<file path="config.mk">
export PLATFORM = sky130hd
export DESIGN_NAME = ipm_ctrl
export DESIGN_NICKNAME = d
export VERILOG_FILES = /design/src/pkg/ipm_pkg.sv /design/src/pkg/ipm_pump_if.sv /design/src/rtl/ipm_pump_seq.sv /design/src/rtl/ipm_ctrl.sv
export SDC_FILE = /design/constraint.sdc
export NUM_CORES = 1
export LEC_CHECK = 0
export ABC_AREA = 1
export CAP_MARGIN = 0
export CORE_MARGIN = 2
export CORE_UTILIZATION = 39
export DETAILED_ROUTE_END_ITERATION = 6
export DONT_BUFFER_PORTS = 1
export MAX_ROUTING_LAYER = met4
export SLEW_MARGIN = 20
export SYNTH_ARGS = -nofsm -noshare
export SYNTH_HDL_FRONTEND = slang
export SYNTH_HIERARCHICAL = 1
export SYNTH_SLANG_ARGS = --single-unit
</file>
<file path="constraint.sdc">
create_clock -name sys_clk_i -period 5 [get_ports sys_clk_i]
set_clock_uncertainty 0.15 [all_clocks]
set_input_delay 0.25 -clock sys_clk_i [delete_from_list [all_inputs] [get_ports sys_clk_i]]
set_output_delay 0.25 -clock sys_clk_i [all_outputs]
set_load 0.02 [all_outputs]
</file>
<file path="src/pkg/ipm_pkg.sv">
// Package of constants and types for the idle power manager
package ipm_pkg;

	// ------------------------------------------------------------
	// Timing
	// ------------------------------------------------------------
	localparam int unsigned CLK_HZ = 250_000_000;
	localparam int unsigned IDLE_TIMEOUT_S = 30;
	localparam int unsigned IDLE_MIN_S = 15;
	localparam int unsigned IDLE_MAX_S = 60;
	localparam longint unsigned IDLE_CYCLES = 64'(IDLE_TIMEOUT_S) * CLK_HZ;
	localparam int unsigned WAKE_US = 100;
	localparam int unsigned WAKE_CYCLES = (WAKE_US * (CLK_HZ / 1_000_000));
	localparam int unsigned PUMP_KHZ = 70;
	// Phase step period rounded down so phase clock exceeds the minimum
	localparam int unsigned PUMP_DIV = (CLK_HZ / (PUMP_KHZ * 1000)) - 1;

	// ------------------------------------------------------------
	// Widths and reset values
	// ------------------------------------------------------------
	localparam int unsigned NUM_DRV = 3;
	localparam int unsigned NUM_RCV = 5;
	localparam logic [3:0] PHASE_RST = 4'h1;

	// ------------------------------------------------------------
	// Power modes
	// ------------------------------------------------------------
	typedef enum logic [3:0] {
		IPM_ACTIVE = 4'h1,
		IPM_STANDBY = 4'h2,
		IPM_WAKING = 4'h4,
		IPM_SHUTDOWN = 4'h8
	} ipm_mode_t;

endpackage

</file>
<file path="src/pkg/ipm_pump_if.sv">
// Interface between the mode controller and the pump sequencer
interface ipm_pump_if;
	logic run;
	logic rails_low;
	logic [3:0] phase;
	modport ctrl (output run, output rails_low, input phase);
	modport pump (input run, input rails_low, output phase);
endinterface

</file>
<file path="src/rtl/ipm_pump_seq.sv">
// Charge pump four phase sequencer with on-demand oscillator
module ipm_pump_seq
	import ipm_pkg::*;
#(
	parameter int unsigned DIV = PUMP_DIV
) (
	input wire logic sys_clk_i,
	input wire logic rst_i,
	ipm_pump_if.pump pif
);
	initial begin
		if (DIV < 1 || DIV > 65535) begin
			$error("ipm_pump_seq: DIV out of range");
		end
	end

	logic [15:0] div_cnt;
	logic [15:0] next_div_cnt;
	logic [3:0] phase;
	logic [3:0] next_phase;

	// ------------------------------------------------------------
	// Oscillator and phase ring
	// ------------------------------------------------------------
	always_comb begin
		next_div_cnt = div_cnt;
		next_phase = phase;
		// oscillate only when rails need it
		if (!pif.run || !pif.rails_low) begin
			next_div_cnt = 16'h0000;
		end else if (div_cnt == 16'(DIV)) begin
			next_div_cnt = 16'h0000;
			// charge, neg transfer, charge, pos transfer
			next_phase = {phase[2:0], phase[3]};
		end else begin
			next_div_cnt = div_cnt + 16'h0001;
		end
		if (!pif.run) begin
			next_phase = PHASE_RST;
		end
	end

	always_ff @(posedge sys_clk_i) begin
		if (rst_i) begin
			div_cnt <= 16'h0000;
			phase <= PHASE_RST;
		end else begin
			div_cnt <= next_div_cnt;
			phase <= next_phase;
		end
	end

	assign pif.phase = phase;
endmodule

</file>
<file path="src/rtl/ipm_ctrl.sv">
// Idle power manager: activity watch, mode control, output enables
//
// Summary of operation
// - After 30 s with no input activity, stop pump, tristate drivers.
// - Idle timeout lies between 15 and 60 seconds; only the 60 s maximum is checked for an IDLE_CNT other than the default.
// - Any driver or receiver input transition in standby wakes the device.
// - Pump and drivers ready within about 100 us after waking.
// - Receivers stay enabled during idle standby.
// - Shutdown pin low forces drivers and receivers off.
// - Always-on receiver output stays active in every mode.
// - Line flag is one when any receiver sees line voltage.
// - Line flag operates in every mode, shutdown included.
// - Force-awake high with shutdown high blocks idle standby.
// - Force-awake low still wakes on driver input activity.
// - Pump cycles charge, negative transfer, charge, positive transfer.
// - Pump oscillator runs only when rails need topping up, or while waking.
// - Pump phase clock exceeds 70 kHz when running.
module ipm_ctrl
	import ipm_pkg::*;
#(
	parameter longint unsigned IDLE_CNT = IDLE_CYCLES,
	parameter int unsigned WAKE_CNT = WAKE_CYCLES
) (
	input wire logic sys_clk_i,
	input wire logic rst_i,
	input wire logic [NUM_DRV-1:0] driver_logic_in_i,
	input wire logic [NUM_RCV-1:0] receiver_line_in_i,
	input wire logic [NUM_RCV-1:0] line_level_valid_i,
	input wire logic force_awake_i,
	input wire logic shutdown_n_i,
	input wire logic rails_low_i,
	output logic [NUM_DRV-1:0] line_driver_out_o,
	output logic [NUM_DRV-1:0] line_driver_oe_o,
	output logic [NUM_RCV-1:0] receiver_logic_out_o,
	output logic [NUM_RCV-1:0] receiver_logic_oe_o,
	output logic always_on_receiver_out_o,
	output logic line_present_o,
	output logic pump_run_o,
	output logic drivers_ready_o,
	output logic [3:0] pump_phase_o
);
	localparam int unsigned NIN = NUM_DRV + 2 * NUM_RCV + 2;

	initial begin
		if (IDLE_CNT < 64'(IDLE_MIN_S) * CLK_HZ && IDLE_CNT == IDLE_CYCLES) begin
			$error("ipm_ctrl: idle timeout below minimum");
		end
		if (IDLE_CNT > 64'(IDLE_MAX_S) * CLK_HZ) begin
			$error("ipm_ctrl: idle timeout above maximum");
		end
		if (IDLE_CNT < 2 || WAKE_CNT < 1 || WAKE_CNT > 65535) begin
			$error("ipm_ctrl: counts out of range");
		end
	end

	// ------------------------------------------------------------
	// Input synchronisers
	// ------------------------------------------------------------
	logic [NIN-1:0] raw_in;
	logic [NIN-1:0] sync_a;
	logic [NIN-1:0] sync_b;
	logic [NIN-1:0] sync_c;

	assign raw_in = {force_awake_i, shutdown_n_i, line_level_valid_i,
		receiver_line_in_i, driver_logic_in_i};

	always_ff @(posedge sys_clk_i) begin
		sync_a <= raw_in;
		sync_b <= sync_a;
		sync_c <= sync_b;
	end

	logic [NUM_DRV-1:0] drv_s;
	logic [NUM_RCV-1:0] rcv_s;
	logic [NUM_RCV-1:0] lvl_s;
	logic awake_s;
	logic shdn_n_s;
	logic [NUM_DRV+NUM_RCV-1:0] edges;
	logic any_edge;

	assign drv_s = sync_b[NUM_DRV-1:0];
	assign rcv_s = sync_b[NUM_DRV+NUM_RCV-1:NUM_DRV];
	assign lvl_s = sync_b[NUM_DRV+2*NUM_RCV-1:NUM_DRV+NUM_RCV];
	assign shdn_n_s = sync_b[NIN-2];
	assign awake_s = sync_b[NIN-1];
	// transition on any driver or receiver input
	assign edges = sync_b[NUM_DRV+NUM_RCV-1:0] ^ sync_c[NUM_DRV+NUM_RCV-1:0];
	assign any_edge = |edges;

	// ------------------------------------------------------------
	// Mode state machine
	// ------------------------------------------------------------
	ipm_mode_t mode;
	ipm_mode_t next_mode;
	logic [63:0] idle_cnt;
	logic [63:0] next_idle_cnt;
	logic [15:0] wake_cnt;
	logic [15:0] next_wake_cnt;

	always_comb begin
		next_mode = mode;
		next_idle_cnt = idle_cnt;
		next_wake_cnt = wake_cnt;
		if (any_edge) begin
			next_idle_cnt = 64'h0;
		end else if (idle_cnt < IDLE_CNT) begin
			next_idle_cnt = idle_cnt + 64'h1;
		end
		case (mode)
			IPM_ACTIVE: begin
				// expire with no edge enters standby
				if (!awake_s && !any_edge && idle_cnt >= IDLE_CNT - 1) begin
					next_mode = IPM_STANDBY;
				end
			end
			IPM_STANDBY: begin
				// driver edges wake even without line
				if (any_edge || awake_s) begin
					next_mode = IPM_WAKING;
					next_wake_cnt = 16'h0;
				end
			end
			IPM_WAKING: begin
				// pump settle time before drivers enabled
				if (wake_cnt >= 16'(WAKE_CNT - 1)) begin
					next_mode = IPM_ACTIVE;
				end else begin
					next_wake_cnt = wake_cnt + 16'h1;
				end
			end
			IPM_SHUTDOWN: begin
				if (shdn_n_s) begin
					next_mode = IPM_WAKING;
					next_wake_cnt = 16'h0;
					next_idle_cnt = 64'h0;
				end
			end
			default: begin
				next_mode = IPM_WAKING;
				next_wake_cnt = 16'h0;
			end
		endcase
		if (!shdn_n_s) begin
			next_mode = IPM_SHUTDOWN;
		end
	end

	always_ff @(posedge sys_clk_i) begin
		if (rst_i) begin
			mode <= IPM_WAKING;
			idle_cnt <= 64'h0;
			wake_cnt <= 16'h0;
		end else begin
			mode <= next_mode;
			idle_cnt <= next_idle_cnt;
			wake_cnt <= next_wake_cnt;
		end
	end

	// ------------------------------------------------------------
	// Charge pump
	// ------------------------------------------------------------
	ipm_pump_if pif ();
	logic rails_a;
	logic rails_b;

	always_ff @(posedge sys_clk_i) begin
		rails_a <= rails_low_i;
		rails_b <= rails_a;
	end

	assign pif.run = (mode == IPM_ACTIVE) || (mode == IPM_WAKING);
	// Pump forced on while waking so rails come up
	assign pif.rails_low = rails_b || (mode == IPM_WAKING);

	ipm_pump_seq u_pump (
		.sys_clk_i(sys_clk_i),
		.rst_i(rst_i),
		.pif(pif)
	);

	// ------------------------------------------------------------
	// Output registers
	// ------------------------------------------------------------
	logic [NUM_DRV-1:0] next_drv_oe;
	logic [NUM_RCV-1:0] next_rcv_oe;

	always_comb begin
		next_drv_oe = {NUM_DRV{mode == IPM_ACTIVE}};
		next_rcv_oe = {NUM_RCV{mode != IPM_SHUTDOWN}};
	end

	always_ff @(posedge sys_clk_i) begin
		if (rst_i) begin
			line_driver_out_o <= {NUM_DRV{1'b1}};
			line_driver_oe_o <= '0;
			receiver_logic_out_o <= {NUM_RCV{1'b1}};
			receiver_logic_oe_o <= '0;
			always_on_receiver_out_o <= 1'b0;
			line_present_o <= 1'b0;
			pump_run_o <= 1'b0;
			drivers_ready_o <= 1'b0;
			pump_phase_o <= PHASE_RST;
		end else begin
			// Drivers and receivers invert
			line_driver_out_o <= ~drv_s;
			line_driver_oe_o <= next_drv_oe;
			receiver_logic_out_o <= ~rcv_s;
			receiver_logic_oe_o <= next_rcv_oe;
			always_on_receiver_out_o <= rcv_s[1];
			line_present_o <= |lvl_s;
			pump_run_o <= pif.run;
			drivers_ready_o <= (mode == IPM_ACTIVE);
			pump_phase_o <= pif.phase;
		end
	end
endmodule

</file>
==> flow_summary.yaml <==
outcome:
  status: "completed"
global_routing:
  grt.total_usage: 0.157
  grt_pass1_vias: 5021
  grt_overflow: 0
  grt_pass1_wl_mm: 22.5
  grt_max_degree: 27
  antenna_found_initial: 0
critical_path:
  crit_slowest_cell: "dlygate4sd3_1"
  r2r_end: "wake_cnt[7]"
  r2r_cells: 11
  cp_max_fo: 26
  start_kind: "input port"
  critPathTopFamily: "buffers and inverters"
  path_cells: "dlygate4sd3_1 -> inv_1 -> o21ai_0 -> nor2_2 -> buf_4 -> inv_1 -> buf_4 -> o21bai_1 -> a21oi_1"
  cp.arrival_ns: 3.33
  r2r-start: "wake_cnt[0]"
  r2r_slack_ns: 2.55
  slowest_delay_ns: 1.18
  critical_path_class: "input port to flop"
  crit_buf_inv: 5
  critPathRequiredTime_ns: 5.16
  end_kind: "flop"
clock_tree:
  cts.reportedPaths.clkPinSlew_ns: 0.06
  cts_tree: "yes"
  clk_path_buf_depth: 2
  h-tree-depth: 4
  clock_sinks: 161
  cts-buffers-inserted: 17
  clk_latency_ns: 0.43
  root_buffer: "clkbuf_16"
timing:
  slew-limit-headroom: 0.351
  finalHoldWorstSlack_ns: 0.176
  fin_crit_ns: 3.17
  tightest_slew_ns: 0.970
  fin_crit_sh: 0.634
  hold_violations: 0
  rsz0062_at_grt: "no"
  max_freq_ghz: 0.316
  timing.final.ws_setup_ns: 1.83
  fin_setup_tns_ns: 0
  setup_violations: 0
  drv_slew: 0
detailed_routing:
  wl_per_cell_um: 11.0
  highest_layer: "met4"
  ant_nets: 0
  avgViaCountPerCell: 4.52
  routed_wl_mm: 12.8
  met2_length_mm: 5.54
  dr.pass1.iters: 5
  vias: 5277
  wl_met1_mm: 6.51
  drt_iter0_markers: 206
  met3_length_um: 515
  drc: 0
hold_path:
  min_from: "sync_a[0]"
  hold_class: "flop to flop"
  min_to: "sync_b[0]"
  hold_depth: 0
logic_synthesis:
  syn-num-nets: 935
  avgSynthCellArea_um2: 7.39
  synthCells: 913
  synth_cell_type_count: 40
  synth_edf_count: 0
  synthArstFlopShare: 0
  synthFlopType: "dfxtp_1"
  yosysWarningCount: 6
  ys_seq_elements: 161
  syn-cell-area_um2: 6740
  ys_seq_area_frac: 0.478
final_layout:
  mostFrequentLayoutCell: "nand2_1"
  fin_nets: 951
  nFillCells: 1707
  drive_gt1_frac: 0.0955
  final_cell_mix: "nand2_1 (190), nor2_1 (162), dfxtp_1 (161)"
  stdcell_area_um2: 7640
  area_growth_pct: 13.4
  diodes: 0
die:
  coreArea_um2: 17100
  rows: 48
  design.die.area_um2: 18400
  num_io_pins: 42
  die_x_um: 135
  start_util: 0.394
  die_y_um: 135
power_and_ir_drop:
  leakage_nw: 2.97
  ir_drop_uv: 290
  power_density_nw_per_um2: 347
  power.total_w: 0.00265
run:
  drv_cap: 0
place:
  port_buffers: 0
  place_congestion: 0.876
  dpl_cell_area_um2: 6900
  place_ws_ns: 2.57
  dpl.hpwl_mm: 9.03
[logic make-up (layout without fill, tap and decap cells)]
kind of cell,after synthesis,after routing,synth area share
AO/OA/AOI/OAI,66,66,0.0542
XOR/XNOR,24,24,0.0312
adder cells (fa/ha/maj),4,4,0.00742
buffers and inverters,169,198,0.103
flip-flops,161,161,0.478
AND/OR/NAND/NOR,489,489,0.326
[flip-flops by register name, summed over array words and instances, names as in the netlist, 3 cells and up]
name,flops
sync_b,15
idle_cnt,64
line_driver_out_o,3
receiver_logic_out_o,5
u_pump/pif.phase,4
pump_phase_o,4
wake_cnt,16
u_pump/div_cnt,16
mode,4
sync_a,15
sync_c,8
[Yosys cell counts (4+ instances only)]
cell | n | area, um^2
nor3_1 | 12 | 60.1
nand4_1 | 26 | 163
o21ai_1 | 4 | 20.0
clkbuf_1 | 7 | 26.3
nor2_4 | 7 | 78.8
xnor2_1 | 10 | 87.6
o21bai_1 | 4 | 30.0
ha_1 | 4 | 50.1
buf_4 | 8 | 60.1
nor2_2 | 7 | 43.8
o21ai_0 | 18 | 90.1
inv_2 | 13 | 48.8
inv_1 | 131 | 492
xor2_1 | 14 | 123
nand3_2 | 5 | 50.1
nand2_2 | 8 | 50.1
nand2_1 | 190 | 713
nor2_1 | 162 | 608
a21oi_1 | 34 | 170
dfxtp_1 | 161 | 3220
nor3_2 | 6 | 60.1
nand3_1 | 53 | 265
[where the power goes]
part | total, W | switching [W] | internal (W) | leakage, nW
sequential | 0.00133 | 0.0000247 | 0.00131 | 1.32
combinational | 0.0000646 | 0.0000394 | 0.0000252 | 1.38
clock | 0.00125 | 0.000553 | 0.000698 | 0.271
total | 0.00265 | 0.000618 | 0.00203 | 2.97
[through the flow]
step / std cells / util
floorplan: 913 / -
global placement: 1118 / 0.403
detailed placement: 1118 / 0.403
CTS: 1167 / 0.447
global route: 1167 / 0.447
finish: 1167 / 0.447
[metal layers]
layer | GRT usage | up-vias
li1 | - | 2856
met1 | 0.204 | 2311
met2 | 0.233 | 90
met3 | 0.0370 | 20
met4 | 0.0671 | 0
met5 | - | -
[final cells by class]
type	instances	area, um^2	share of cell area
clock inverters	15	149	0.0195
flip-flops and latches	161	3220	0.422
repair buffers	19	185	0.0242
clock buffers	17	425	0.0556
inverters	147	554	0.0725
well taps	225	282	0.0368
multi-input cells	583	2830	0.370
[worst register-to-register path: stages, from the launching register on]
cell and delay [ns]:
dfxtp_1 0.32, ha_1 0.23, nand2_1 0.13, nand3_1 0.09
nand3_1 0.07, nand2_1 0.05, nand4_1 0.07, nand2_1 0.07
nand2_1 0.38, nand3_2 0.41, nor3b_1 0.31, nor2_1 0.07
[worst max-delay path by stage]
| stage | depth (start not counted) | slack, ns | start | to |
|---|---|---|---|---|
| global route | 9 | 1.48 | rst_i | idle_cnt[23] |
| detailed placement | 11 | 2.57 | wake_cnt[0] | wake_cnt[7] |
| floorplan | 10 | 3.11 | mode[0] | u_pump/div_cnt[13] |
| finish | 9 | 1.83 | rst_i | idle_cnt[23] |
| CTS | 9 | 1.76 | rst_i | idle_cnt[23] |
| global placement | 11 | 2.61 | wake_cnt[0] | wake_cnt[7] |
[timing repair]
| action | in CTS | in global routing |
|---|---|---|
| hold endpoints to repair | 65 | 0 |
| hold buffers | 17 | 0 |
| resized for setup | 0 | 0 |
| setup buffers | 0 | 0 |
(Power assumes the default switching activity.)
